===== src/logic/smi_pkg.sv =====
// package of constants for the sdram and async memory interface
package smi_pkg;
  // sdram command encodings {ras_n, cas_n, we_n}
  localparam logic [2:0] CMD_NOP = 3'h7;
  localparam logic [2:0] CMD_ACT = 3'h3;
  localparam logic [2:0] CMD_RD = 3'h5;
  localparam logic [2:0] CMD_WR = 3'h4;
  localparam logic [2:0] CMD_PRE = 3'h2;
  localparam logic [2:0] CMD_REF = 3'h1;
  localparam logic [2:0] CMD_MRS = 3'h0;
  // initialization wait in ns and cycles at 50 ns
  localparam int INIT_WAIT_NS = 200000;
  localparam int CLK_NS = 50;
  localparam int INIT_WAIT_CYC = INIT_WAIT_NS / CLK_NS;
  // fixed sdram gaps in cycles (trp, trcd, trfc, cas latency)
  localparam logic [3:0] SD_GAP = 4'h3;
  localparam logic [3:0] SD_RFC = 4'h8;
  // number of auto refreshes during init
  localparam logic [3:0] INIT_REFS = 4'h8;
  // mode register value: burst length 1, cas latency 3
  localparam logic [12:0] MODE_VAL = 13'h0030;
  // parked data bus value
  localparam logic [31:0] PARK_VAL = 32'h0000_0000;
  // reset value of the refresh interval
  localparam logic [12:0] REFR_RST = 13'h04E2;
  // main sequencer states
  typedef enum logic [3:0] {
    ST_INIT = 4'b0000, ST_IWAIT = 4'b0001, ST_IPRE = 4'b0010, ST_IREF = 4'b0011,
    ST_IMRS = 4'b0100, ST_IDLE = 4'b0101, ST_ACT = 4'b0110, ST_RW = 4'b0111,
    ST_PRE = 4'b1000, ST_REF = 4'b1001, ST_GAP = 4'b1010, ST_SELF = 4'b1011,
    ST_ASU = 4'b1100, ST_AST = 4'b1101, ST_AHO = 4'b1110
  } smi_state_e;
endpackage


===== src/logic/smi_top.sv =====
// sdram plus async memory interface controller
//
// How it works
// - single clock from pll derived system domain
// - sdram width sixteen or thirty-two only
// - wait input polarity chosen by software
// - wait extension capped by programmable maximum
// - timeout raises interrupt when enabled
// - no bus hold handshake provided
// - sdram row/column on addr, bank separate
// - async word address on address bus
// - bank lines carry word address bits 13 and 14, zero at x32
// - select zero sdram, select two async
// - only sdr sdram as synchronous memory
// - select strobe: select in strobe only
// - we strobe: select whole, lanes strobe
// - init at reset exit or config write
// - incrementing addresses walk columns first, then banks, then rows
// - async hold lasts at least one cycle
// - timing fields are count minus one
// - data bus driven while idle
// - self-refresh entry for clock changes
// - read/write level high read, low write
// - raw, masked, mask set/clear interrupt controls
`timescale 1ns/1ps
`default_nettype none
module smi_top (
  // clock and reset
  input wire logic clk, // pll_derived_clock
  input wire logic nrst,
  // processor-side request
  input wire logic req_valid,
  output logic req_ready,
  input wire logic req_async, // 1 selects async space
  input wire logic req_write,
  input wire logic [23:0] req_addr, // word address
  input wire logic [3:0] req_be,
  input wire logic [31:0] req_wdata,
  output logic [31:0] rsp_rdata,
  output logic rsp_valid,
  // sdram configuration
  input wire logic [2:0] sdcfg_wr_bytes, // byte writes to low three config bytes
  input wire logic sdcfg_narrow, // 1 = x16, else x32
  input wire logic [12:0] refr_interval,
  input wire logic self_refresh_req,
  output logic self_refresh_ack,
  // async configuration
  input wire logic acfg_we_strobe, // 1 = we strobe mode
  input wire logic [1:0] acfg_width, // 0 x8, 1 x16, 2 x32
  input wire logic [3:0] acfg_setup,
  input wire logic [5:0] acfg_strobe,
  input wire logic [2:0] acfg_hold,
  input wire logic wait_pol, // 1 = wait active high
  input wire logic [7:0] wait_max,
  // interrupt controls
  input wire logic irq_clear,
  input wire logic irq_mask_set,
  input wire logic irq_mask_clr,
  output logic irq_raw,
  output logic irq_masked,
  output logic irq_mask,
  output logic irq,
  // memory pins
  output logic [12:0] mem_addr_bus,
  output logic [1:0] bank_addr_lines,
  output logic sdram_chip_sel_n,
  output logic async_chip_sel_n,
  output logic [3:0] byte_strobe_lines_n,
  output logic ras_n,
  output logic cas_n,
  output logic we_n,
  output logic oe_n,
  output logic read_write_level,
  output logic [31:0] dq_out,
  output logic dq_oe_n, // low while driving
  input wire logic [31:0] dq_in,
  input wire logic ext_wait_in
);
  // -----------------------------------------------------------------
  // state
  // -----------------------------------------------------------------
  smi_pkg::smi_state_e st_q; // sequencer state
  logic [15:0] cnt_q; // generic delay/period counter
  logic [3:0] nref_q; // init refresh counter
  logic [12:0] rtmr_q; // refresh interval timer
  logic ref_due_q; // refresh owed
  logic init_pend_q; // config write waiting for idle
  logic [7:0] wcnt_q; // wait extension counter
  logic req_w_q; // latched direction
  logic [23:0] addr_q; // latched word address
  logic [3:0] be_q;
  logic [31:0] wdat_q;
  logic [1:0] bank_q;
  logic [12:0] row_q;
  logic [8:0] col_q;
  // wait level in active sense
  logic wait_act;
  assign wait_act = ext_wait_in == wait_pol;
  // hold used as programmed; a zero still gives one hold cycle, since fields are count minus one
  logic [2:0] hold_eff;
  assign hold_eff = acfg_hold;

  // bank interleave: bank sits just above the column bits, so a linear
  // walk visits every bank before the row changes
  // split from the latched address, which stands for the whole access
  always_comb begin
    if (sdcfg_narrow) begin
      // x16: two sdram columns per word
      col_q = {addr_q[7:0], 1'b0};
      bank_q = addr_q[9:8];
      row_q = addr_q[22:10];
    end else begin
      col_q = {1'b0, addr_q[7:0]};
      bank_q = addr_q[9:8];
      row_q = addr_q[22:10];
    end
  end

  // sole master of the pins: there is no hold request or grant to honour
  assign req_ready = (st_q == smi_pkg::ST_IDLE) && !ref_due_q && !init_pend_q
    && !self_refresh_req;
  logic take;
  assign take = req_valid && req_ready;
  logic cfg_wr;
  assign cfg_wr = |sdcfg_wr_bytes;

  // -----------------------------------------------------------------
  // refresh timer
  // -----------------------------------------------------------------
  always_ff @(posedge clk) begin
    if (!nrst) begin
      rtmr_q <= smi_pkg::REFR_RST;
      ref_due_q <= 1'b0;
    end else if (st_q == smi_pkg::ST_SELF || st_q == smi_pkg::ST_REF) begin
      rtmr_q <= refr_interval;
      ref_due_q <= 1'b0;
    end else if (rtmr_q == 13'h0000) begin
      rtmr_q <= refr_interval;
      ref_due_q <= 1'b1;
    end else begin
      rtmr_q <= rtmr_q - 13'h0001;
    end
  end

  // pending init from config write, held until current access ends
  always_ff @(posedge clk) begin
    if (!nrst) begin
      init_pend_q <= 1'b0;
    end else if (cfg_wr) begin
      init_pend_q <= 1'b1;
    end else if (st_q == smi_pkg::ST_INIT) begin
      init_pend_q <= 1'b0;
    end
  end

  // -----------------------------------------------------------------
  // sequencer
  // -----------------------------------------------------------------
  always_ff @(posedge clk) begin
    if (!nrst) begin
      st_q <= smi_pkg::ST_INIT;
      cnt_q <= 16'h0000;
      nref_q <= 4'h0;
      wcnt_q <= 8'h00;
      req_w_q <= 1'b0;
      addr_q <= 24'h00_0000;
      be_q <= 4'h0;
      wdat_q <= 32'h0000_0000;
    end else begin
      case (st_q)
        smi_pkg::ST_INIT: begin
          cnt_q <= 16'(smi_pkg::INIT_WAIT_CYC);
          st_q <= smi_pkg::ST_IWAIT;
        end
        smi_pkg::ST_IWAIT: begin
          // power-up wait; software handles a violated constraint
          if (cnt_q == 16'h0000) begin
            st_q <= smi_pkg::ST_IPRE;
          end else begin
            cnt_q <= cnt_q - 16'h0001;
          end
        end
        smi_pkg::ST_IPRE: begin
          cnt_q <= {12'h000, smi_pkg::SD_GAP};
          nref_q <= smi_pkg::INIT_REFS;
          st_q <= smi_pkg::ST_IREF;
        end
        smi_pkg::ST_IREF: begin
          // one refresh each time the gap expires while refreshes remain; the last expiry goes to mode set
          if (cnt_q == 16'h0000) begin
            if (nref_q == 4'h0) begin
              st_q <= smi_pkg::ST_IMRS;
            end else begin
              nref_q <= nref_q - 4'h1;
              cnt_q <= {12'h000, smi_pkg::SD_RFC};
            end
          end else begin
            cnt_q <= cnt_q - 16'h0001;
          end
        end
        smi_pkg::ST_IMRS: begin
          cnt_q <= {12'h000, smi_pkg::SD_GAP};
          st_q <= smi_pkg::ST_GAP;
        end
        smi_pkg::ST_IDLE: begin
          // priority: init, self refresh, refresh, then access
          if (init_pend_q) begin
            st_q <= smi_pkg::ST_INIT;
          end else if (self_refresh_req) begin
            st_q <= smi_pkg::ST_PRE;
          end else if (ref_due_q) begin
            st_q <= smi_pkg::ST_PRE;
          end else if (take) begin
            req_w_q <= req_write;
            addr_q <= req_addr;
            be_q <= req_be;
            wdat_q <= req_wdata;
            wcnt_q <= 8'h00;
            if (req_async) begin
              cnt_q <= {12'h000, acfg_setup};
              st_q <= smi_pkg::ST_ASU;
            end else begin
              cnt_q <= {12'h000, smi_pkg::SD_GAP};
              st_q <= smi_pkg::ST_ACT;
            end
          end
        end
        smi_pkg::ST_ACT: begin
          if (cnt_q == 16'h0000) begin
            cnt_q <= {12'h000, smi_pkg::SD_GAP};
            st_q <= smi_pkg::ST_RW;
          end else begin
            cnt_q <= cnt_q - 16'h0001;
          end
        end
        smi_pkg::ST_RW: begin
          // wait out cas latency, then close the row
          if (cnt_q == 16'h0000) begin
            cnt_q <= {12'h000, smi_pkg::SD_GAP};
            st_q <= smi_pkg::ST_GAP;
          end else begin
            cnt_q <= cnt_q - 16'h0001;
          end
        end
        smi_pkg::ST_PRE: begin
          cnt_q <= {12'h000, smi_pkg::SD_GAP};
          st_q <= self_refresh_req ? smi_pkg::ST_SELF : smi_pkg::ST_REF;
        end
        smi_pkg::ST_REF: begin
          cnt_q <= {12'h000, smi_pkg::SD_RFC};
          st_q <= smi_pkg::ST_GAP;
        end
        smi_pkg::ST_GAP: begin
          if (cnt_q == 16'h0000) begin
            st_q <= smi_pkg::ST_IDLE;
          end else begin
            cnt_q <= cnt_q - 16'h0001;
          end
        end
        smi_pkg::ST_SELF: begin
          // memory refreshes itself until software releases it
          if (!self_refresh_req) begin
            cnt_q <= {12'h000, smi_pkg::SD_RFC};
            st_q <= smi_pkg::ST_GAP;
          end
        end
        smi_pkg::ST_ASU: begin
          if (cnt_q == 16'h0000) begin
            cnt_q <= {10'h000, acfg_strobe};
            st_q <= smi_pkg::ST_AST;
          end else begin
            cnt_q <= cnt_q - 16'h0001;
          end
        end
        smi_pkg::ST_AST: begin
          // wait stretches the strobe until the cap is hit
          if (cnt_q == 16'h0000) begin
            if (wait_act && wcnt_q != wait_max) begin
              wcnt_q <= wcnt_q + 8'h01;
            end else begin
              cnt_q <= {13'h0000, hold_eff};
              st_q <= smi_pkg::ST_AHO;
            end
          end else begin
            cnt_q <= cnt_q - 16'h0001;
          end
        end
        smi_pkg::ST_AHO: begin
          if (cnt_q == 16'h0000) begin
            st_q <= smi_pkg::ST_IDLE;
          end else begin
            cnt_q <= cnt_q - 16'h0001;
          end
        end
        default: st_q <= smi_pkg::ST_INIT;
      endcase
    end
  end

  // timeout event: strobe ends with wait still active at the cap
  logic tmo_evt;
  assign tmo_evt = (st_q == smi_pkg::ST_AST) && cnt_q == 16'h0000 && wait_act
    && wcnt_q == wait_max;

  // -----------------------------------------------------------------
  // interrupt status and mask
  // -----------------------------------------------------------------
  always_ff @(posedge clk) begin
    if (!nrst) begin
      irq_raw <= 1'b0;
    end else if (tmo_evt) begin
      irq_raw <= 1'b1;
    end else if (irq_clear) begin
      irq_raw <= 1'b0;
    end
  end
  always_ff @(posedge clk) begin
    if (!nrst) begin
      irq_mask <= 1'b0;
    end else if (irq_mask_set) begin
      irq_mask <= 1'b1;
    end else if (irq_mask_clr) begin
      irq_mask <= 1'b0;
    end
  end
  assign irq_masked = irq_raw & irq_mask;
  assign irq = irq_masked;

  // -----------------------------------------------------------------
  // read data capture
  // -----------------------------------------------------------------
  always_ff @(posedge clk) begin
    if (!nrst) begin
      rsp_rdata <= 32'h0000_0000;
      rsp_valid <= 1'b0;
    end else begin
      rsp_valid <= 1'b0;
      if (!req_w_q && ((st_q == smi_pkg::ST_RW && cnt_q == 16'h0000) ||
          (st_q == smi_pkg::ST_AST && cnt_q == 16'h0000 && !(wait_act &&
          wcnt_q != wait_max)))) begin
        rsp_rdata <= sdcfg_narrow ? {16'h0000, dq_in[15:0]} : dq_in;
        rsp_valid <= 1'b1;
      end
    end
  end

  // -----------------------------------------------------------------
  // pin drive, registered
  // -----------------------------------------------------------------
  logic is_async;
  assign is_async = st_q == smi_pkg::ST_ASU || st_q == smi_pkg::ST_AST
    || st_q == smi_pkg::ST_AHO;
  logic [2:0] cmd;
  always_comb begin
    case (st_q)
      smi_pkg::ST_ACT: cmd = (cnt_q == {12'h000, smi_pkg::SD_GAP}) ? smi_pkg::CMD_ACT
        : smi_pkg::CMD_NOP;
      smi_pkg::ST_RW: cmd = (cnt_q == {12'h000, smi_pkg::SD_GAP}) ?
        (req_w_q ? smi_pkg::CMD_WR : smi_pkg::CMD_RD) : smi_pkg::CMD_NOP;
      smi_pkg::ST_IPRE, smi_pkg::ST_PRE: cmd = smi_pkg::CMD_PRE;
      smi_pkg::ST_REF, smi_pkg::ST_SELF: cmd = smi_pkg::CMD_REF;
      smi_pkg::ST_IREF: cmd = (cnt_q == 16'h0000 && nref_q != 4'h0) ? smi_pkg::CMD_REF
        : smi_pkg::CMD_NOP;
      smi_pkg::ST_IMRS: cmd = smi_pkg::CMD_MRS;
      default: cmd = smi_pkg::CMD_NOP;
    endcase
  end

  always_ff @(posedge clk) begin
    if (!nrst) begin
      {ras_n, cas_n, we_n} <= smi_pkg::CMD_NOP;
      sdram_chip_sel_n <= 1'b1;
      async_chip_sel_n <= 1'b1;
      byte_strobe_lines_n <= 4'hF;
      mem_addr_bus <= 13'h0000;
      bank_addr_lines <= 2'h0;
      oe_n <= 1'b1;
      read_write_level <= 1'b1;
      dq_out <= smi_pkg::PARK_VAL;
      dq_oe_n <= 1'b0;
      self_refresh_ack <= 1'b0;
    end else begin
      // dedicated selects: zero for sdram, two for async
      sdram_chip_sel_n <= is_async || cmd == smi_pkg::CMD_NOP;
      self_refresh_ack <= st_q == smi_pkg::ST_SELF;
      dq_oe_n <= 1'b0;
      if (is_async) begin
        {ras_n, cas_n, we_n} <= {2'b11, !(req_w_q && st_q == smi_pkg::ST_AST)};
        mem_addr_bus <= addr_q[12:0];
        bank_addr_lines <= (acfg_width == 2'h2) ? 2'h0 : {addr_q[13], addr_q[14]};
        read_write_level <= !req_w_q;
        oe_n <= !(!req_w_q && st_q == smi_pkg::ST_AST);
        dq_oe_n <= !req_w_q; // reads release the bus
        dq_out <= wdat_q;
        if (acfg_we_strobe) begin
          async_chip_sel_n <= 1'b0;
          byte_strobe_lines_n <= (st_q == smi_pkg::ST_AST) ? ~be_q : 4'hF;
        end else begin
          async_chip_sel_n <= st_q != smi_pkg::ST_AST;
          byte_strobe_lines_n <= ~be_q;
        end
      end else begin
        {ras_n, cas_n, we_n} <= cmd;
        async_chip_sel_n <= 1'b1;
        oe_n <= 1'b1;
        read_write_level <= 1'b1;
        // lanes masked outside the access, so idle never looks like a strobe
        byte_strobe_lines_n <= (st_q == smi_pkg::ST_RW) ? ~be_q : 4'hF;
        // mode value on mode set, row on activate, column otherwise; bank on its own lines
        // a10 high: auto precharge on read/write, all banks on precharge
        mem_addr_bus <= (st_q == smi_pkg::ST_IMRS) ? smi_pkg::MODE_VAL :
          (st_q == smi_pkg::ST_ACT) ? row_q :
          {4'h2, col_q};
        bank_addr_lines <= bank_q;
        if (st_q == smi_pkg::ST_RW && req_w_q) begin
          dq_out <= wdat_q;
        end else if (st_q == smi_pkg::ST_IDLE) begin
          dq_out <= smi_pkg::PARK_VAL;
        end
      end
    end
  end
endmodule
`default_nettype wire


===== config.mk =====
export PLATFORM = sky130hd
export DESIGN_NAME = smi_top
export DESIGN_NICKNAME = d
export VERILOG_FILES = /design/src/logic/smi_pkg.sv /design/src/logic/smi_top.sv
export SDC_FILE = /design/constraint.sdc
export NUM_CORES = 1
export LEC_CHECK = 0
export BUFFER_PORTS_ARGS = -buffer_cell sky130_fd_sc_hd__buf_2
export CAP_MARGIN = 20
export CORE_UTILIZATION = 35
export DETAILED_ROUTE_END_ITERATION = 10
export GPL_ROUTABILITY_DRIVEN = 0
export PLACE_DENSITY = 0.66
export SKIP_CTS_REPAIR_TIMING = 1
export SLEW_MARGIN = 40
export SYNTH_ARGS = -nofsm -noshare
export SYNTH_HDL_FRONTEND = slang
export SYNTH_SLANG_ARGS = --single-unit

===== constraint.sdc =====
create_clock -name clk -period 2.54 [get_ports clk]
set_input_delay 0.254 -clock clk [delete_from_list [all_inputs] [get_ports clk]]
set_output_delay 0.254 -clock clk [all_outputs]
set_load 0.005 [all_outputs]

==> Word level (Yosys, flattened, before mapping) <==
Cells that the tools add are included.
{ "classes": {"n_bitwise": 6, "n_reduce_logical": 55, "muxes": 71, "addsub": 4, "eq_ne": 41} }
{ "ops": {"columns": ["cell", "n"], "rows": [
  ["16-bit 2-to-1 mux", 12],
  ["16-bit case mux with 10 select lines", 1],
  ["32-bit 2-to-1 mux", 4],
  ["4-bit 2-to-1 mux", 22],
  ["13-bit 2-to-1 mux", 5],
  ["4-bit case mux with 13 select lines", 1],
  ["8-bit 2-to-1 mux", 6],
  ["2-bit inequality test, second input constant", 16],
  ["4-bit == test, second input constant", 7],
  ["3-bit case mux with 6 select lines", 1],
  ["16-bit by 2-bit == test with 1-bit output, second input constant", 1],
  ["4-bit by 3-bit == test with 1-bit output, second input constant", 4],
  ["16-bit logical NOT", 1],
  ["8-bit case mux with 2 select lines", 1],
  ["16-bit by 1-bit subtractor with 16-bit output, second input constant", 1],
  ["1-bit logical AND", 15],
  ["2-bit OR reduction", 7],
  ["13-bit logical NOT", 1],
  ["13-bit by 1-bit subtractor with 13-bit output, second input constant", 1],
  ["11-bit AND reduction", 1],
  ["1-bit 2-to-1 mux", 10],
  ["10-bit nonzero test", 1],
  ["2-bit nonzero test", 5],
  ["9-bit 2-to-1 mux", 1],
  ["30 further kinds", 52]
]} }
{ "totals": {"elab_cells": 205, "regBits": 202, "in_bits": 144} }

==> Longest topological paths before layout <==
{ "depth": {"depth_word": 10, "mapped_depth": 9} }

==> Worst setup path before layout <==
OpenSTA, ideal clock, no wires.
{ "synth_path": {"path_type": "flip-flop to flip-flop", "startpoint": "reg cnt_q[4]", "endpoint": "reg cnt_q[1]", "n_path_buf": 2, "arrival_time_ns": 2.124, "path_stages_with_launch": 9, "synth_period_minus_slack_ns": 2.263, "setup_slack_ns": 0.277, "required_time_ns": 2.401, "path_cell_list": "dfxtp_1 or4_4 nor4_4 and2_4 buf_4 a21oi_1 buf_2 a211oi_1 a221oi_1"} }
{ "synth_via": {"elab_chain_cells": 3, "word_cells_on_any_way": 10, "classes_between": "3 x eq/ne; 5 x mux; 2 x reduce/logical"} }
{ "synth_rtl": {"columns": ["element", "line", "source"], "rows": [
  ["from (decl)", "smi_top.sv:83", "logic [15:0] cnt_q;"],
  ["from (signal assigned)", "smi_top.sv:172", "cnt_q <= 16'(smi_pkg::INIT_WAIT_CYC);"],
  ["from (signal assigned)", "smi_top.sv:180", "cnt_q <= cnt_q - 16'h0001;"],
  ["from (signal assigned)", "smi_top.sv:184", "cnt_q <= {12'h000, smi_pkg::SD_GAP};"],
  ["16-bit logical NOT *", null, null],
  ["3-bit inequality test (no line) (tied with other cells)", null, null],
  ["9-bit AND reduction (no line) / 16-bit case mux with 10 select lines (equally long branches)", null, null]
]} }
Mark *: on every way between the ends. The rest lies on a longest branch, timed or not.
A chain may end at the register's enable or synchronous reset.

==> Worst setup path after layout <==
{ "layout_path": {"startpoint": "reg cnt_q[5]", "endpoint": "reg nref_q[2]"} }
{ "layout_via": {"elab_chain_cells": 3} }
{ "layout_rtl": {"columns": ["element", "line", "source"], "rows": [
  ["16-bit logical NOT", "smi_top.sv:190", "if (cnt_q == 16'h0000) begin"],
  ["2-bit inequality test (no line)", null, null],
  ["3-bit AND reduction (no line)", null, null],
  ["to (signal assigned)", "smi_top.sv:185", "nref_q <= smi_pkg::INIT_REFS;"],
  ["to (signal assigned)", "smi_top.sv:194", "nref_q <= nref_q - 4'h1;"],
  ["to (decl)", "smi_top.sv:84", "logic [3:0] nref_q;"]
]} }
Every way passes these cells.

==> flow_summary.json <==
{
  "cts_tree": "done",
  "routedWlPerCell_um": 16.1,
  "route.vias.total": 9131,
  "worstPathArrival_ns": 2.80,
  "yosys-top-cells-count": "227 x nand2_1, 202 x dfxtp_1, 176 x a21oi_1",
  "dieArea_um2": 25900,
  "slew_headroom_pct": 55.1,
  "syn-cell-area_um2": 8830,
  "r2r_start": "cnt_q[5]",
  "p_seq_share_pct": 37.5,
  "drive_gt1_share_pct": 24.2,
  "finalSetupViolations": 0,
  "slew_violations": 0,
  "grt_pass1_wl_um": 43600,
  "cts_sinks": 202,
  "cts_max_level": 1,
  "synth_area_per_cell_um2": 7.92,
  "max_freq_mhz": 418,
  "async_reset_ff_share_pct": 0,
  "firstDrtPassIters": 5,
  "worstSetupStartpointType": "flop",
  "leakagePower_nw": 4.77,
  "clock_path_buffers": 3,
  "hp-class": "in2reg",
  "p_int_mw": 6.43,
  "total_power_mw": 9.36,
  "power_density_nw_per_um2": 780,
  "required_ns": 2.94,
  "p_sw_share_pct": 31.4,
  "ys.warnings.count": 0,
  "power_switching_mw": 2.94,
  "end_kind": "flop",
  "maxCapViolations": 0,
  "synth_nets": 1266,
  "synth.area.top_cells": "dfxtp_1 46%, a21oi_1 10%, nand2_1 9.6%",
  "synth_top_area_share_pct": 45.8,
  "syn-instance-count": 1115,
  "synthDistinctLibCells": 67,
  "cp_max_fo": 5,
  "path_class": "reg2reg",
  "yosys_register_bits": 202,
  "final.setup.tns_ns": 0,
  "path_clk_slew_ns": 0.06,
  "outcome": "finished with violations",
  "routed_via_density": 5.22,
  "hold_ws_ns": -0.0259,
  "yosysTopAreaCell": "dfxtp_1",
  "comb_power_share_pct": 26.1,
  "io_pins": 242,
  "synth_most_common_cell": "nand2_1",
  "drc": 0,
  "fin_crit_ns": 2.39,
  "rows": 57,
  "cts_root_buf": "clkbuf_16",
  "die_w_um": 161,
  "grt_pass1_vias": 8290,
  "ant_nets": 0,
  "hp-start": "req_be[1]",
  "grtUsageTotal_pct": 20.6,
  "crit_start": "cnt_q[5]",
  "die_h_um": 161,
  "drt_iter0_drc": 662,
  "violations": "hold timing",
  "synthToLayoutAreaGrowth_pct": 35.9,
  "clk_latency_ns": 0.52,
  "rsz0062_at_grt": "no",
  "nets": 1558,
  "dp_hpwl_um": 18700,
  "overflow": 0,
  "vdd_drop_max_v": 0.000451,
  "start_util_pct": 36.0,
  "antenna_found_initial": 1,
  "grt_max_degree": 71,
  "core-area_um2": 24500,
  "ys_seq_area_share_pct": 45.8,
  "synth_edf_count": 0,
  "port_buffers": 240,
  "tightest_slew_ns": 0.664,
  "synth_ff_type": "dfxtp_1",
  "clkPwrFrac_pct": 36.4,
  "finClkSkew_ns": 0.0186,
  "finalHoldViolCount": 13,
  "period_share_pct": 94.2,
  "wirelength_um": 28200,
  "cts_buffers": 23
}
## routing by layer
| layer | wire length, um | vias to the layer above | track usage, % |
|---|---|---|---|
| li1 | - | 4510 | - |
| met1 | 12300 | 4261 | 27.1 |
| met2 | 13200 | 319 | 33.2 |
| met3 | 2000 | 41 | 5.29 |
| met4 | 672 | 0 | 5.53 |
| met5 | 0 | - | 0 |
## final timing paths
check,to,slack [ns],depth (start not counted)
hold / removal,be_q[1],-0.03,3
setup reg to reg,nref_q[2],0.15,7
hold reg to reg,byte_strobe_lines_n[2],0.38,1
setup / recovery,nref_q[2],0.15,7
## cells in the final DEF (no fill, tap or decap), types with 6 or more instances in the layout
cell	count
o211ai_1	9
ha_1	7
xnor2_1	8
mux2i_1	10
dlygate4sd3_1	66
nand3_1	65
buf_2	240
a22oi_1	6
dfxtp_1	202
nor2_1	54
o32ai_1	9
nand4b_1	17
buf_4	41
o21ai_0	62
or3_1	13
clkbuf_16	23
or4_1	7
a21oi_1	175
nor3_1	14
nor2b_1	7
clkbuf_8	6
a211oi_1	10
inv_1	16
nor4_1	9
nand2b_1	8
xor2_1	12
nand2_1	226
## state kept, by name, summed over array words and instances, names as in the netlist, 2 cells and up
name / cells
rsp_rdata: 32
wdat_q: 32
addr_q: 23
st_q: 4
nref_q: 4
byte_strobe_lines_n: 4
be_q: 4
bank_addr_lines: 2
dq_out: 32
cnt_q: 16
wcnt_q: 8
rtmr_q: 13
mem_addr_bus: 13
## worst max-delay path, cell delays in order (launching register included)
cell	delay (ns)
dfxtp_1	0.33
or4_4	0.58
nor4_4	0.27
buf_4	0.17
nand3_1	0.22
a2111oi_4	0.42
xor2_1	0.10
and3_1	0.18
## final cells by class
cell class	count	area (um2)
antenna	1	2.50
tap	324	405
inverter	17	66.3
clock buffer	34	677
multi-input combinational	811	4430
fill	2452	12500
timing repair buffer	352	2270
sequential	202	4040
clock inverter	8	108
## cell families (layout without fill, tap and decap cells)
| kind of cell | Yosys count | in the layout | share of synthesized area (%) |
|---|---|---|---|
| adder cells (fa/ha/maj) | 7 | 7 | 0.991 |
| buffers and inverters | 102 | 411 | 4.53 |
| AO/OA/AOI/OAI | 323 | 323 | 21.4 |
| AND/OR/NAND/NOR | 451 | 451 | 24.1 |
| other | 0 | 1 | 0 |
| XOR/XNOR | 20 | 20 | 1.98 |
| multiplexers | 10 | 10 | 1.13 |
| flip-flops | 202 | 202 | 45.8 |
## metrics by stage
step,util [%],cells,setup slack (ns),area [um2]
2_1_floorplan,-,1115,0.277,8830
3_3_place_gp,43.0,1640,0.215,10500
3_5_place_dp,43.0,1640,0.174,10500
4_1_cts,46.2,1682,0.155,11300
5_1_grt,48.9,1748,0.0407,12000
6_report,48.9,1749,0.147,12000
## power groups by stage
stage | Clock, mW | Combinational (mW) | Sequential, mW
3_3_place_gp | 0 | 2.26 | 3.57
3_5_place_dp | 0 | 2.30 | 3.58
4_1_cts | 3.50 | 2.31 | 3.51
2_1_floorplan | 0 | 1.51 | 3.53
6_report | 3.41 | 2.44 | 3.51
5_1_grt | 3.62 | 2.67 | 3.54
No activity file was read; power rests on OpenSTA's default activity.
